[config.mk]
export PLATFORM = sky130hd
export DESIGN_NAME = rips_input_select
export DESIGN_NICKNAME = d
export VERILOG_FILES = /design/src/rips_pkg.sv /design/src/rips_input_select.sv
export SDC_FILE = /design/constraint.sdc
export NUM_CORES = 1
export LEC_CHECK = 0
export ABC_CLOCK_PERIOD_IN_PS = 3400
export BUFFER_PORTS_ARGS = -buffer_cell sky130_fd_sc_hd__buf_2
export CORE_UTILIZATION = 45
export DETAILED_ROUTE_END_ITERATION = 7
export GPL_TIMING_DRIVEN = 1
export PLACE_DENSITY = 0.68
export SYNTH_ARGS = -nofsm -noshare
export SYNTH_HDL_FRONTEND = slang
export SYNTH_SLANG_ARGS = --single-unit
[constraint.sdc]
create_clock -name clk_sys -period 3.4 [get_ports clk_sys]
set_input_delay 0.17 -clock clk_sys [delete_from_list [all_inputs] [get_ports clk_sys]]
set_output_delay 0.17 -clock clk_sys [all_outputs]
set_load 0.005 [all_outputs]
[src/rips_pkg.sv]
// Package for the remappable input pin select block.
// Holds register offsets, field layout, selector codes and carrier structs.
// Assumes a plain address/strobe register port on the system clock.
package rips_pkg;

    // ------------------------------------------------------------------
    // Sizes
    // ------------------------------------------------------------------
    localparam int NUM_INPUTS = 8;
    localparam int NUM_PINS = 16;
    localparam int SEL_W = 4;
    localparam int ADDR_W = 8;
    localparam int DATA_W = 32;

    // ------------------------------------------------------------------
    // Register offsets (byte addresses, one word each)
    // ------------------------------------------------------------------
    localparam logic [7:0] OFF_EXT_EXTERNAL_INTERRUPT_ONE_INPUT = 8'h00;
    localparam logic [7:0] OFF_TIMER3_CLK = 8'h04;
    localparam logic [7:0] OFF_CAPTURE1 = 8'h08;
    localparam logic [7:0] OFF_UART3_CTS = 8'h0C;
    localparam logic [7:0] OFF_UART4_RX = 8'h10;
    localparam logic [7:0] OFF_UART5_RX = 8'h14;
    localparam logic [7:0] OFF_SPI2_SS = 8'h18;
    localparam logic [7:0] OFF_CMP_FAULT_A = 8'h1C;
    localparam logic [7:0] OFF_LOCK_CTRL = 8'h20;
    localparam logic [7:0] OFF_UNLOCK_KEY = 8'h24;

    // ------------------------------------------------------------------
    // Field layout and reset values
    // ------------------------------------------------------------------
    localparam int SEL_LSB = 0;
    localparam int LOCK_BIT = 0;
    localparam logic [3:0] SEL_RESET = 4'h0;
    localparam logic LOCK_RESET = 1'b0;

    // Unlock sequence: two key words written back to back
    localparam logic [31:0] UNLOCK_KEY_1 = 32'hAA99_6655;
    localparam logic [31:0] UNLOCK_KEY_2 = 32'h5566_99AA;

    // ------------------------------------------------------------------
    // Selector codes with restrictions
    // ------------------------------------------------------------------
    localparam logic [3:0] CODE_USB_ID_PIN = 4'h8;
    localparam logic [3:0] CODE_RSVD_A = 4'hA;
    localparam logic [3:0] CODE_USB64_PIN = 4'hB;
    localparam logic [3:0] CODE_PIN64_C = 4'hC;
    localparam logic [3:0] CODE_PIN64_D = 4'hD;
    localparam logic [3:0] CODE_RSVD_E = 4'hE;
    localparam logic [3:0] CODE_RSVD_F = 4'hF;
    localparam logic [3:0] CODE_PIN64_9 = 4'h9;

    // Inactive level per routed input, bit order as the register order.
    // Interrupt, clock, capture high-idle is false; UART receive, clear
    // to send, slave select and fault idle high.
    localparam logic [7:0] IDLE_LEVELS = 8'b1111_1000;

    // ------------------------------------------------------------------
    // Carrier structs
    // ------------------------------------------------------------------
    typedef struct packed {
        logic [7:0] addr;
        logic [31:0] wdata;
        logic wr;
        logic rd;
    } rips_bus_req_t;

    typedef enum logic [1:0] {
        RIPS_KEY_IDLE = 2'b00,
        RIPS_KEY_ONE = 2'b01
    } rips_key_t;

    typedef struct packed {
        logic [NUM_INPUTS-1:0][SEL_W-1:0] sel;
        logic [NUM_INPUTS-1:0] assigned;
        logic lock;
        rips_key_t key;
        logic [31:0] rdata;
        logic [NUM_PINS-1:0] pin_s1;
        logic [NUM_PINS-1:0] pin_s2;
        logic [NUM_INPUTS-1:0] periph_in;
        logic [NUM_PINS-1:0] claim;
    } rips_state_t;

endpackage
[src/rips_input_select.sv]
// Remappable input pin select: eight peripheral inputs, each routed from
// one of the remappable pins by its own 4-bit selector register.
// Assumes pad inputs are asynchronous and that variant straps are static.
//
// Contract
// - Each peripheral input has its own 4-bit selector choosing a pin.
// - Routing is per peripheral; only its selector picks its pin.
// - Codes 0000 to 1101 other than 1010 each map to one fixed remappable pin.
// - Codes 1010, 1110, 1111 are reserved and connect nothing.
// - On 64-pin parts codes 1001, 1100, 1101 connect nothing.
// - On 64-pin USB parts code 1011 connects nothing.
// - Code 1000 connects nothing while that pin serves USB ID detect.
// - Remappable inputs reach no pin until software assigns one.
// - Fixed peripherals keep default pins when active and unconflicted.
// - An active remapped input owns its pin over other digital uses.
// - Analog use of a pin always beats remapped use.
// - Input and output mapping use separate register sets.
// - Only the fixed remappable pin subset enters the multiplexer.
// - Only digital peripherals are remappable.
// - I2C and analog modules stay off the multiplexer.
// - A safeguard blocks spurious mapping changes once established.
//
// Decided for this implementation: the address-and-strobe port and the address map.

`timescale 1ns/1ps
`default_nettype none

module rips_input_select (
    input wire logic clk_sys,
    input wire logic rst_b,
    input wire rips_pkg::rips_bus_req_t bus_req,
    output logic [31:0] rdata,
    input wire logic [15:0] remappable_pin_n,
    input wire logic [15:0] pin_analog_mode,
    input wire logic variant_64pin,
    input wire logic variant_usb,
    input wire logic usb_identification_detect,
    output logic external_interrupt_one_input,
    output logic timer_three_clock_input,
    output logic capture_one_input,
    output logic uart_three_clear_to_send,
    output logic uart_four_receive,
    output logic uart_five_receive,
    output logic spi_two_slave_select,
    output logic compare_fault_a_input,
    output logic [15:0] pin_digital_claim,
    output logic map_locked
);

    // ------------------------------------------------------------------
    // State
    // ------------------------------------------------------------------
    rips_pkg::rips_state_t st;
    rips_pkg::rips_state_t next_st;

    // Code-to-pin table: index = selector code, value = pin slot on the
    // remappable bus. Slot order equals code order, so the table is flat.
    logic [15:0] code_ok;
    logic [rips_pkg::NUM_INPUTS-1:0] route_ok;
    logic [rips_pkg::NUM_INPUTS-1:0] routed;
    logic [rips_pkg::NUM_INPUTS-1:0][15:0] claim_one;

    // ------------------------------------------------------------------
    // Code availability for this variant
    // ------------------------------------------------------------------
    // Straps are levels that never change during operation
    always_comb begin
        code_ok = 16'hFFFF;
        code_ok[rips_pkg::CODE_RSVD_A] = 1'b0;
        code_ok[rips_pkg::CODE_RSVD_E] = 1'b0;
        code_ok[rips_pkg::CODE_RSVD_F] = 1'b0;
        if (variant_64pin) begin
            code_ok[rips_pkg::CODE_PIN64_9] = 1'b0;
            code_ok[rips_pkg::CODE_PIN64_C] = 1'b0;
            code_ok[rips_pkg::CODE_PIN64_D] = 1'b0;
            if (variant_usb) begin
                code_ok[rips_pkg::CODE_USB64_PIN] = 1'b0;
            end
        end
        if (variant_usb && usb_identification_detect) begin
            code_ok[rips_pkg::CODE_USB_ID_PIN] = 1'b0;
        end
    end

    // ------------------------------------------------------------------
    // Per-input routing
    // ------------------------------------------------------------------
    // Each input looks only at its own selector, never at other inputs
    genvar gi;
    generate
        for (gi = 0; gi < rips_pkg::NUM_INPUTS; gi++) begin : g_route
            // Analog on the chosen pin wins; the input then sees idle.
            // Code 0 is a real pin, so an unwritten selector must not route.
            assign route_ok[gi] = st.assigned[gi] && code_ok[st.sel[gi]]
                && !pin_analog_mode[st.sel[gi]];
            // Fixed code to pin mapping, synchronised pads only
            assign routed[gi] = route_ok[gi] ? st.pin_s2[st.sel[gi]]
                : rips_pkg::IDLE_LEVELS[gi];
            assign claim_one[gi] = route_ok[gi] ? (16'h0001 << st.sel[gi])
                : 16'h0000;
        end
    endgenerate

    // ------------------------------------------------------------------
    // Next state
    // ------------------------------------------------------------------
    always_comb begin
        logic wr_sel;
        logic [2:0] idx;
        logic [15:0] claim_all;
        wr_sel = 1'b0;
        idx = 3'd0;
        claim_all = 16'h0000;
        next_st = st;

        // Two-stage pad sync; first stage read only by the second
        next_st.pin_s1 = remappable_pin_n;
        next_st.pin_s2 = st.pin_s1;
        next_st.periph_in = routed;

        // Ownership: remapped input claims pin over plain digital I/O
        for (int i = 0; i < rips_pkg::NUM_INPUTS; i++) begin
            claim_all = claim_all | claim_one[i];
        end
        next_st.claim = claim_all & ~pin_analog_mode;

        // Selector writes, one word per input, offsets 0x00..0x1C
        // Input selectors only; output mapping lives in its own set
        if (bus_req.addr[7:5] == 3'b000 && bus_req.addr[1:0] == 2'b00) begin
            wr_sel = bus_req.wr;
            idx = bus_req.addr[4:2];
        end
        if (wr_sel && !st.lock) begin
            next_st.sel[idx] = bus_req.wdata[3:0];
            next_st.assigned[idx] = 1'b1;
        end

        // Lock: software may set it at will; clearing needs the key pair
        if (bus_req.wr && bus_req.addr == rips_pkg::OFF_LOCK_CTRL
                && bus_req.wdata[rips_pkg::LOCK_BIT]) begin
            next_st.lock = 1'b1;
        end
        if (bus_req.wr && bus_req.addr == rips_pkg::OFF_UNLOCK_KEY) begin
            if (st.key == rips_pkg::RIPS_KEY_ONE
                    && bus_req.wdata == rips_pkg::UNLOCK_KEY_2) begin
                next_st.lock = 1'b0;
                next_st.key = rips_pkg::RIPS_KEY_IDLE;
            end else if (bus_req.wdata == rips_pkg::UNLOCK_KEY_1) begin
                next_st.key = rips_pkg::RIPS_KEY_ONE;
            end else begin
                next_st.key = rips_pkg::RIPS_KEY_IDLE;
            end
        end else if (bus_req.wr || bus_req.rd) begin
            // Any other access between the keys breaks the sequence
            next_st.key = rips_pkg::RIPS_KEY_IDLE;
        end

        // Read data, valid the cycle after the strobe only
        next_st.rdata = 32'h0000_0000;
        if (bus_req.rd) begin
            unique case (bus_req.addr)
                rips_pkg::OFF_EXT_EXTERNAL_INTERRUPT_ONE_INPUT: next_st.rdata[3:0] = st.sel[0];
                rips_pkg::OFF_TIMER3_CLK: next_st.rdata[3:0] = st.sel[1];
                rips_pkg::OFF_CAPTURE1: next_st.rdata[3:0] = st.sel[2];
                rips_pkg::OFF_UART3_CTS: next_st.rdata[3:0] = st.sel[3];
                rips_pkg::OFF_UART4_RX: next_st.rdata[3:0] = st.sel[4];
                rips_pkg::OFF_UART5_RX: next_st.rdata[3:0] = st.sel[5];
                rips_pkg::OFF_SPI2_SS: next_st.rdata[3:0] = st.sel[6];
                rips_pkg::OFF_CMP_FAULT_A: next_st.rdata[3:0] = st.sel[7];
                rips_pkg::OFF_LOCK_CTRL: next_st.rdata[rips_pkg::LOCK_BIT] = st.lock;
                default: next_st.rdata = 32'h0000_0000;
            endcase
        end
    end

    // ------------------------------------------------------------------
    // State register
    // ------------------------------------------------------------------
    // Reset clears the assigned flags, so no input owns a pin until a
    // selector write lands, even though the selector itself reads zero
    always_ff @(posedge clk_sys) begin
        if (!rst_b) begin
            st <= '0;
            st.sel <= {rips_pkg::NUM_INPUTS{rips_pkg::SEL_RESET}};
            st.periph_in <= rips_pkg::IDLE_LEVELS;
            st.lock <= rips_pkg::LOCK_RESET;
            st.key <= rips_pkg::RIPS_KEY_IDLE;
        end else begin
            st <= next_st;
        end
    end

    // ------------------------------------------------------------------
    // Outputs, straight from flip-flops
    // ------------------------------------------------------------------
    // Fixed pins, I2C and analog modules never appear here
    assign rdata = st.rdata;
    assign external_interrupt_one_input = st.periph_in[0];
    assign timer_three_clock_input = st.periph_in[1];
    assign capture_one_input = st.periph_in[2];
    assign uart_three_clear_to_send = st.periph_in[3];
    assign uart_four_receive = st.periph_in[4];
    assign uart_five_receive = st.periph_in[5];
    assign spi_two_slave_select = st.periph_in[6];
    assign compare_fault_a_input = st.periph_in[7];
    assign pin_digital_claim = st.claim;
    assign map_locked = st.lock;

endmodule

`default_nettype wire

==> qor.csv <==
stage,metric,value,unit
routing,DR WL/cell,22.2,µm
power,Clock power frac,0.423,
worst_setup_path,CP Class,reg -> reg,
routing,detailed-route via count,6976,
routing,vias per inst,6.25,
clock_tree,Clock Pin Slew Worst Setup and Hold Paths,0.08,ns
worst_hold_path,HP Class,in -> reg,
yosys,post-synthesis cell type count,73,
timing,Slew headroom,0.283,
yosys,Gate Count Post-Synth,840,
grt,number of global-route vias before repair,6414,
yosys,largest family of logic cells by synthesized area,simple AND/OR/NAND/NOR gates,
timing,RSZ-0062 raised after global routing,no,
finish,diode count,0,
timing,min Tclk post-route,2.54,ns
yosys,#FFs+latches synth,102,
yosys,Main synth FF type,dfxtp_1,
placement,IO buf count,107,
yosys,synthesized-area fraction occupied by adder cells,0,
grt,first-pass GRT wire length,37500,µm
yosys,xor and xnor fraction of the mapped netlist area,0,
yosys,syn_area_per_cell,8.73,µm²
die,Die ar.,16800,µm²
yosys,compound-gate portion of the synthesized area,0.143,
finish,Area growth syn-to-layout,9.60,%
grt,pin count of the biggest net entering global routing,56,
yosys,post-synthesis async set-or-reset flop share,0,
die,Die Wd,130,µm
power,Switching Share,0.265,
timing,Hold Slack,0.0115,ns
power,sequential power share,0.476,
power,internal power,1.91,mW
timing,crit share post-route,0.746,
die,Top Ports,136,
routing,drt pass-1 iters,6,
clock_tree,clock buffer count from CTS,9,
finish,share of layout cells above drive strength 1,0.231,
worst_setup_path,"Arr. time, crit path",2.75,ns
power,pwr/cell area,324,nW/µm²
yosys,Synth Cell Area,7330,µm²
finish,Final Non-Filler Cells,1116,
routing,DRC viols,0,
placement,routability cong.,1.04,
die,Core ar.,15900,µm²
placement,dpl hpwl,18400,µm
timing,Clock Skew,0.0148,ns
timing,Max Slew Vio Count,0,
finish,nets,974,
clock_tree,clock tree sinks,102,
die,Starting Density,0.462,
grt,GR Overflow Total,0,
worst_setup_path,Crit path required time,3.61,ns
worst_setup_path,Critical Path Start Type,flip-flop,
finish,area of the multi-input gates,4580,µm²
clock_tree,H-tree depth,3,
die,Die Span Y,130,µm
worst_setup_path,CP Max Fanout,21,
die,site row count,46,
clock_tree,clk_lat worst skew,0.37,ns
grt,initial antenna violation count,0,
finish,FF+latch area,2040,µm²
yosys,sequential area share after synthesis,0.278,
flow_run,max-cap viol count,0,
clock_tree,Clock Tree Buf Depth,2,
timing,worst-margin pin slew,1.07,ns
power,Worst VDD drop,230,µV
yosys,post-synthesis mux area share,0.197,
worst_setup_path,CP endpoint kind,flip-flop,
yosys,Synth Area in Simple Gates,0.269,
clock_tree,CTS tree,built,
routing,Routed WL,24800,µm
clock_tree,post_cts resized,0,
clock_tree,root buffer cell,clkbuf_16,
power,Comb pwr share,0.101,
power,Psw,0.689,mW
timing,endpoints failing setup,0,
routing,"antenna viol nets, final",0,
finish,fillers,1566,
yosys,synth warn,0,
routing,DRT iter0 DRCs,886,
timing,final hold vios,0,
power,Leak,2.83,nW
yosys,Post-synth EDFFs,0,
timing,Sum Neg Setup Slack,0,ns
grt,total track usage,0.302,
timing,fmax,394,MHz
status,outcome,"finished, final reports clean",
placement,placed insts,1094,
## final cells by class
class                   instances  area share
clock inverters                 7      0.0106
repair buffers                132      0.0918
inverters                      25      0.0117
well taps                     216      0.0336
multi-input cells             625       0.570
clock buffers                   9      0.0280
flip-flops and latches        102       0.254
## cells by family after synthesis
family          after synthesis
flops                       102
other cells                   1
compound gates              150
buf+inv                     143
mux                          95
simple gates                349
## cells in the final DEF, fill, tap and decap left out, drive strengths merged, types with 5 or more instances in the layout
master       synthesis  routed
nand3               16      16
nor2                86      86
a211oi              19      19
nor3b                8       8
nor4b                5       5
a221oi               5       5
nand2b              17      17
o31ai                5       5
nor2b                6       6
nor4bb              12      12
a32oi                7       7
mux4                38      38
nor3                39      39
nand2               45      45
dlygate4sd3          0       6
dfxtp              102     102
nor4                15      15
a31oi                9       9
and2                34      34
nand3b              18      18
clkbuf              45       9
conb                 1      31
a311oi              15      15
inv                 25      29
or2                  5       5
mux2                 9       9
o21ai               18      18
buf                 73     126
mux2i               48      48
or3b                 9       9
nand4                9       9
a21oi               36      36
or3                 13      13
## synth_stat cells, types with 5 or more instances
master      n  share of area
a211oi_1   19          0.019
a21oi_1    36          0.025
a221oi_1    5         0.0060
a311oi_1   14          0.017
a31oi_1     9         0.0077
a32oi_1     7         0.0084
and2_1     33          0.028
buf_1       7         0.0036
buf_2      12         0.0082
buf_4      50          0.051
clkbuf_1   39          0.020
clkbuf_8    5         0.0094
dfxtp_1   102           0.28
inv_1      24          0.012
mux2_2      9          0.014
mux2i_1    48          0.066
mux4_2     36           0.11
nand2_1    45          0.023
nand2b_1   17          0.014
nand3_1    16          0.011
nand3b_1   18          0.018
nand4_1     8         0.0068
nor2_1     86          0.044
nor2b_1     6         0.0051
nor3_1     36          0.025
nor3b_1     8         0.0082
nor4_1     14          0.012
nor4bb_1   12          0.016
o21ai_0    18          0.012
o31ai_1     5         0.0051
or2_2       5         0.0043
or3_1      12          0.010
or3b_1      5         0.0060
## worst paths after layout
check / from / to / slack (ns) / depth (start not counted)
worst min register to register: next_st[35]$_SDFF_PN0_ / st[35]$_SDFF_PN0_ / 0.43 / 1
worst max-delay path: st[115]$_SDFFE_PN0P_ / pin_digital_claim[8]$_SDFF_PN0_ / 0.86 / 5
worst min-delay path: remappable_pin_n[3] / next_st[27]$_SDFF_PN0_ / 0.01 / 2
worst max register to register: st[115]$_SDFFE_PN0P_ / pin_digital_claim[8]$_SDFF_PN0_ / 0.86 / 5
## repair_timing
item	CTS	global route
endpoints found under the hold margin	6	0
hold buffers	6	0
setup buffers	0	0
## sequential cells by signal (all words and copies together) (netlist names)
| name | count |
|---|---|
| capture_one_input | 1 |
| compare_fault_a_input | 1 |
| external_interrupt_one_input | 1 |
| map_locked | 1 |
| next_st | 16 |
| pin_digital_claim | 16 |
| rdata | 4 |
| spi_two_slave_select | 1 |
| st | 57 |
| timer_three_clock_input | 1 |
| uart_five_receive | 1 |
| uart_four_receive | 1 |
| uart_three_clear_to_send | 1 |
## worst max-delay path, cell delays in order, from the launching register on
cell,delay (ns)
dfxtp_1,0.91
mux4_2,0.59
and4_1,0.25
nor4b_1,0.19
a311oi_1,0.31
a311oi_2,0.14
## layer usage
metal / wire length (µm) / global-route usage
met4: 823 / 0.126
met5: 0 / 0
met2: 11100 / 0.463
met1: 10400 / 0.406
met3: 2510 / 0.0718
## power groups by stage
stage / sequential, mW / clock, mW / combinational (mW)
3_3_place_gp: 1.26 / 0 / 0.251
6_report: 1.24 / 1.10 / 0.264
2_1_floorplan: 1.25 / 0 / 0.183
3_5_place_dp: 1.27 / 0 / 0.252
4_1_cts: 1.24 / 1.12 / 0.258
5_1_grt: 1.24 / 1.17 / 0.286
## stage by stage
step / setup WS, ns / instance area, µm² / utilization / power (mW)
6_report: 0.862 / 8040 / 0.506 / 2.60
4_1_cts: 0.888 / 8040 / 0.506 / 2.61
3_3_place_gp: 0.940 / 7670 / 0.483 / 1.52
2_1_floorplan: 1.39 / 7450 / - / 1.43
5_1_grt: 0.680 / 8040 / 0.506 / 2.70
3_5_place_dp: 0.889 / 7670 / 0.483 / 1.52
Power figures use the tool's default switching activity.
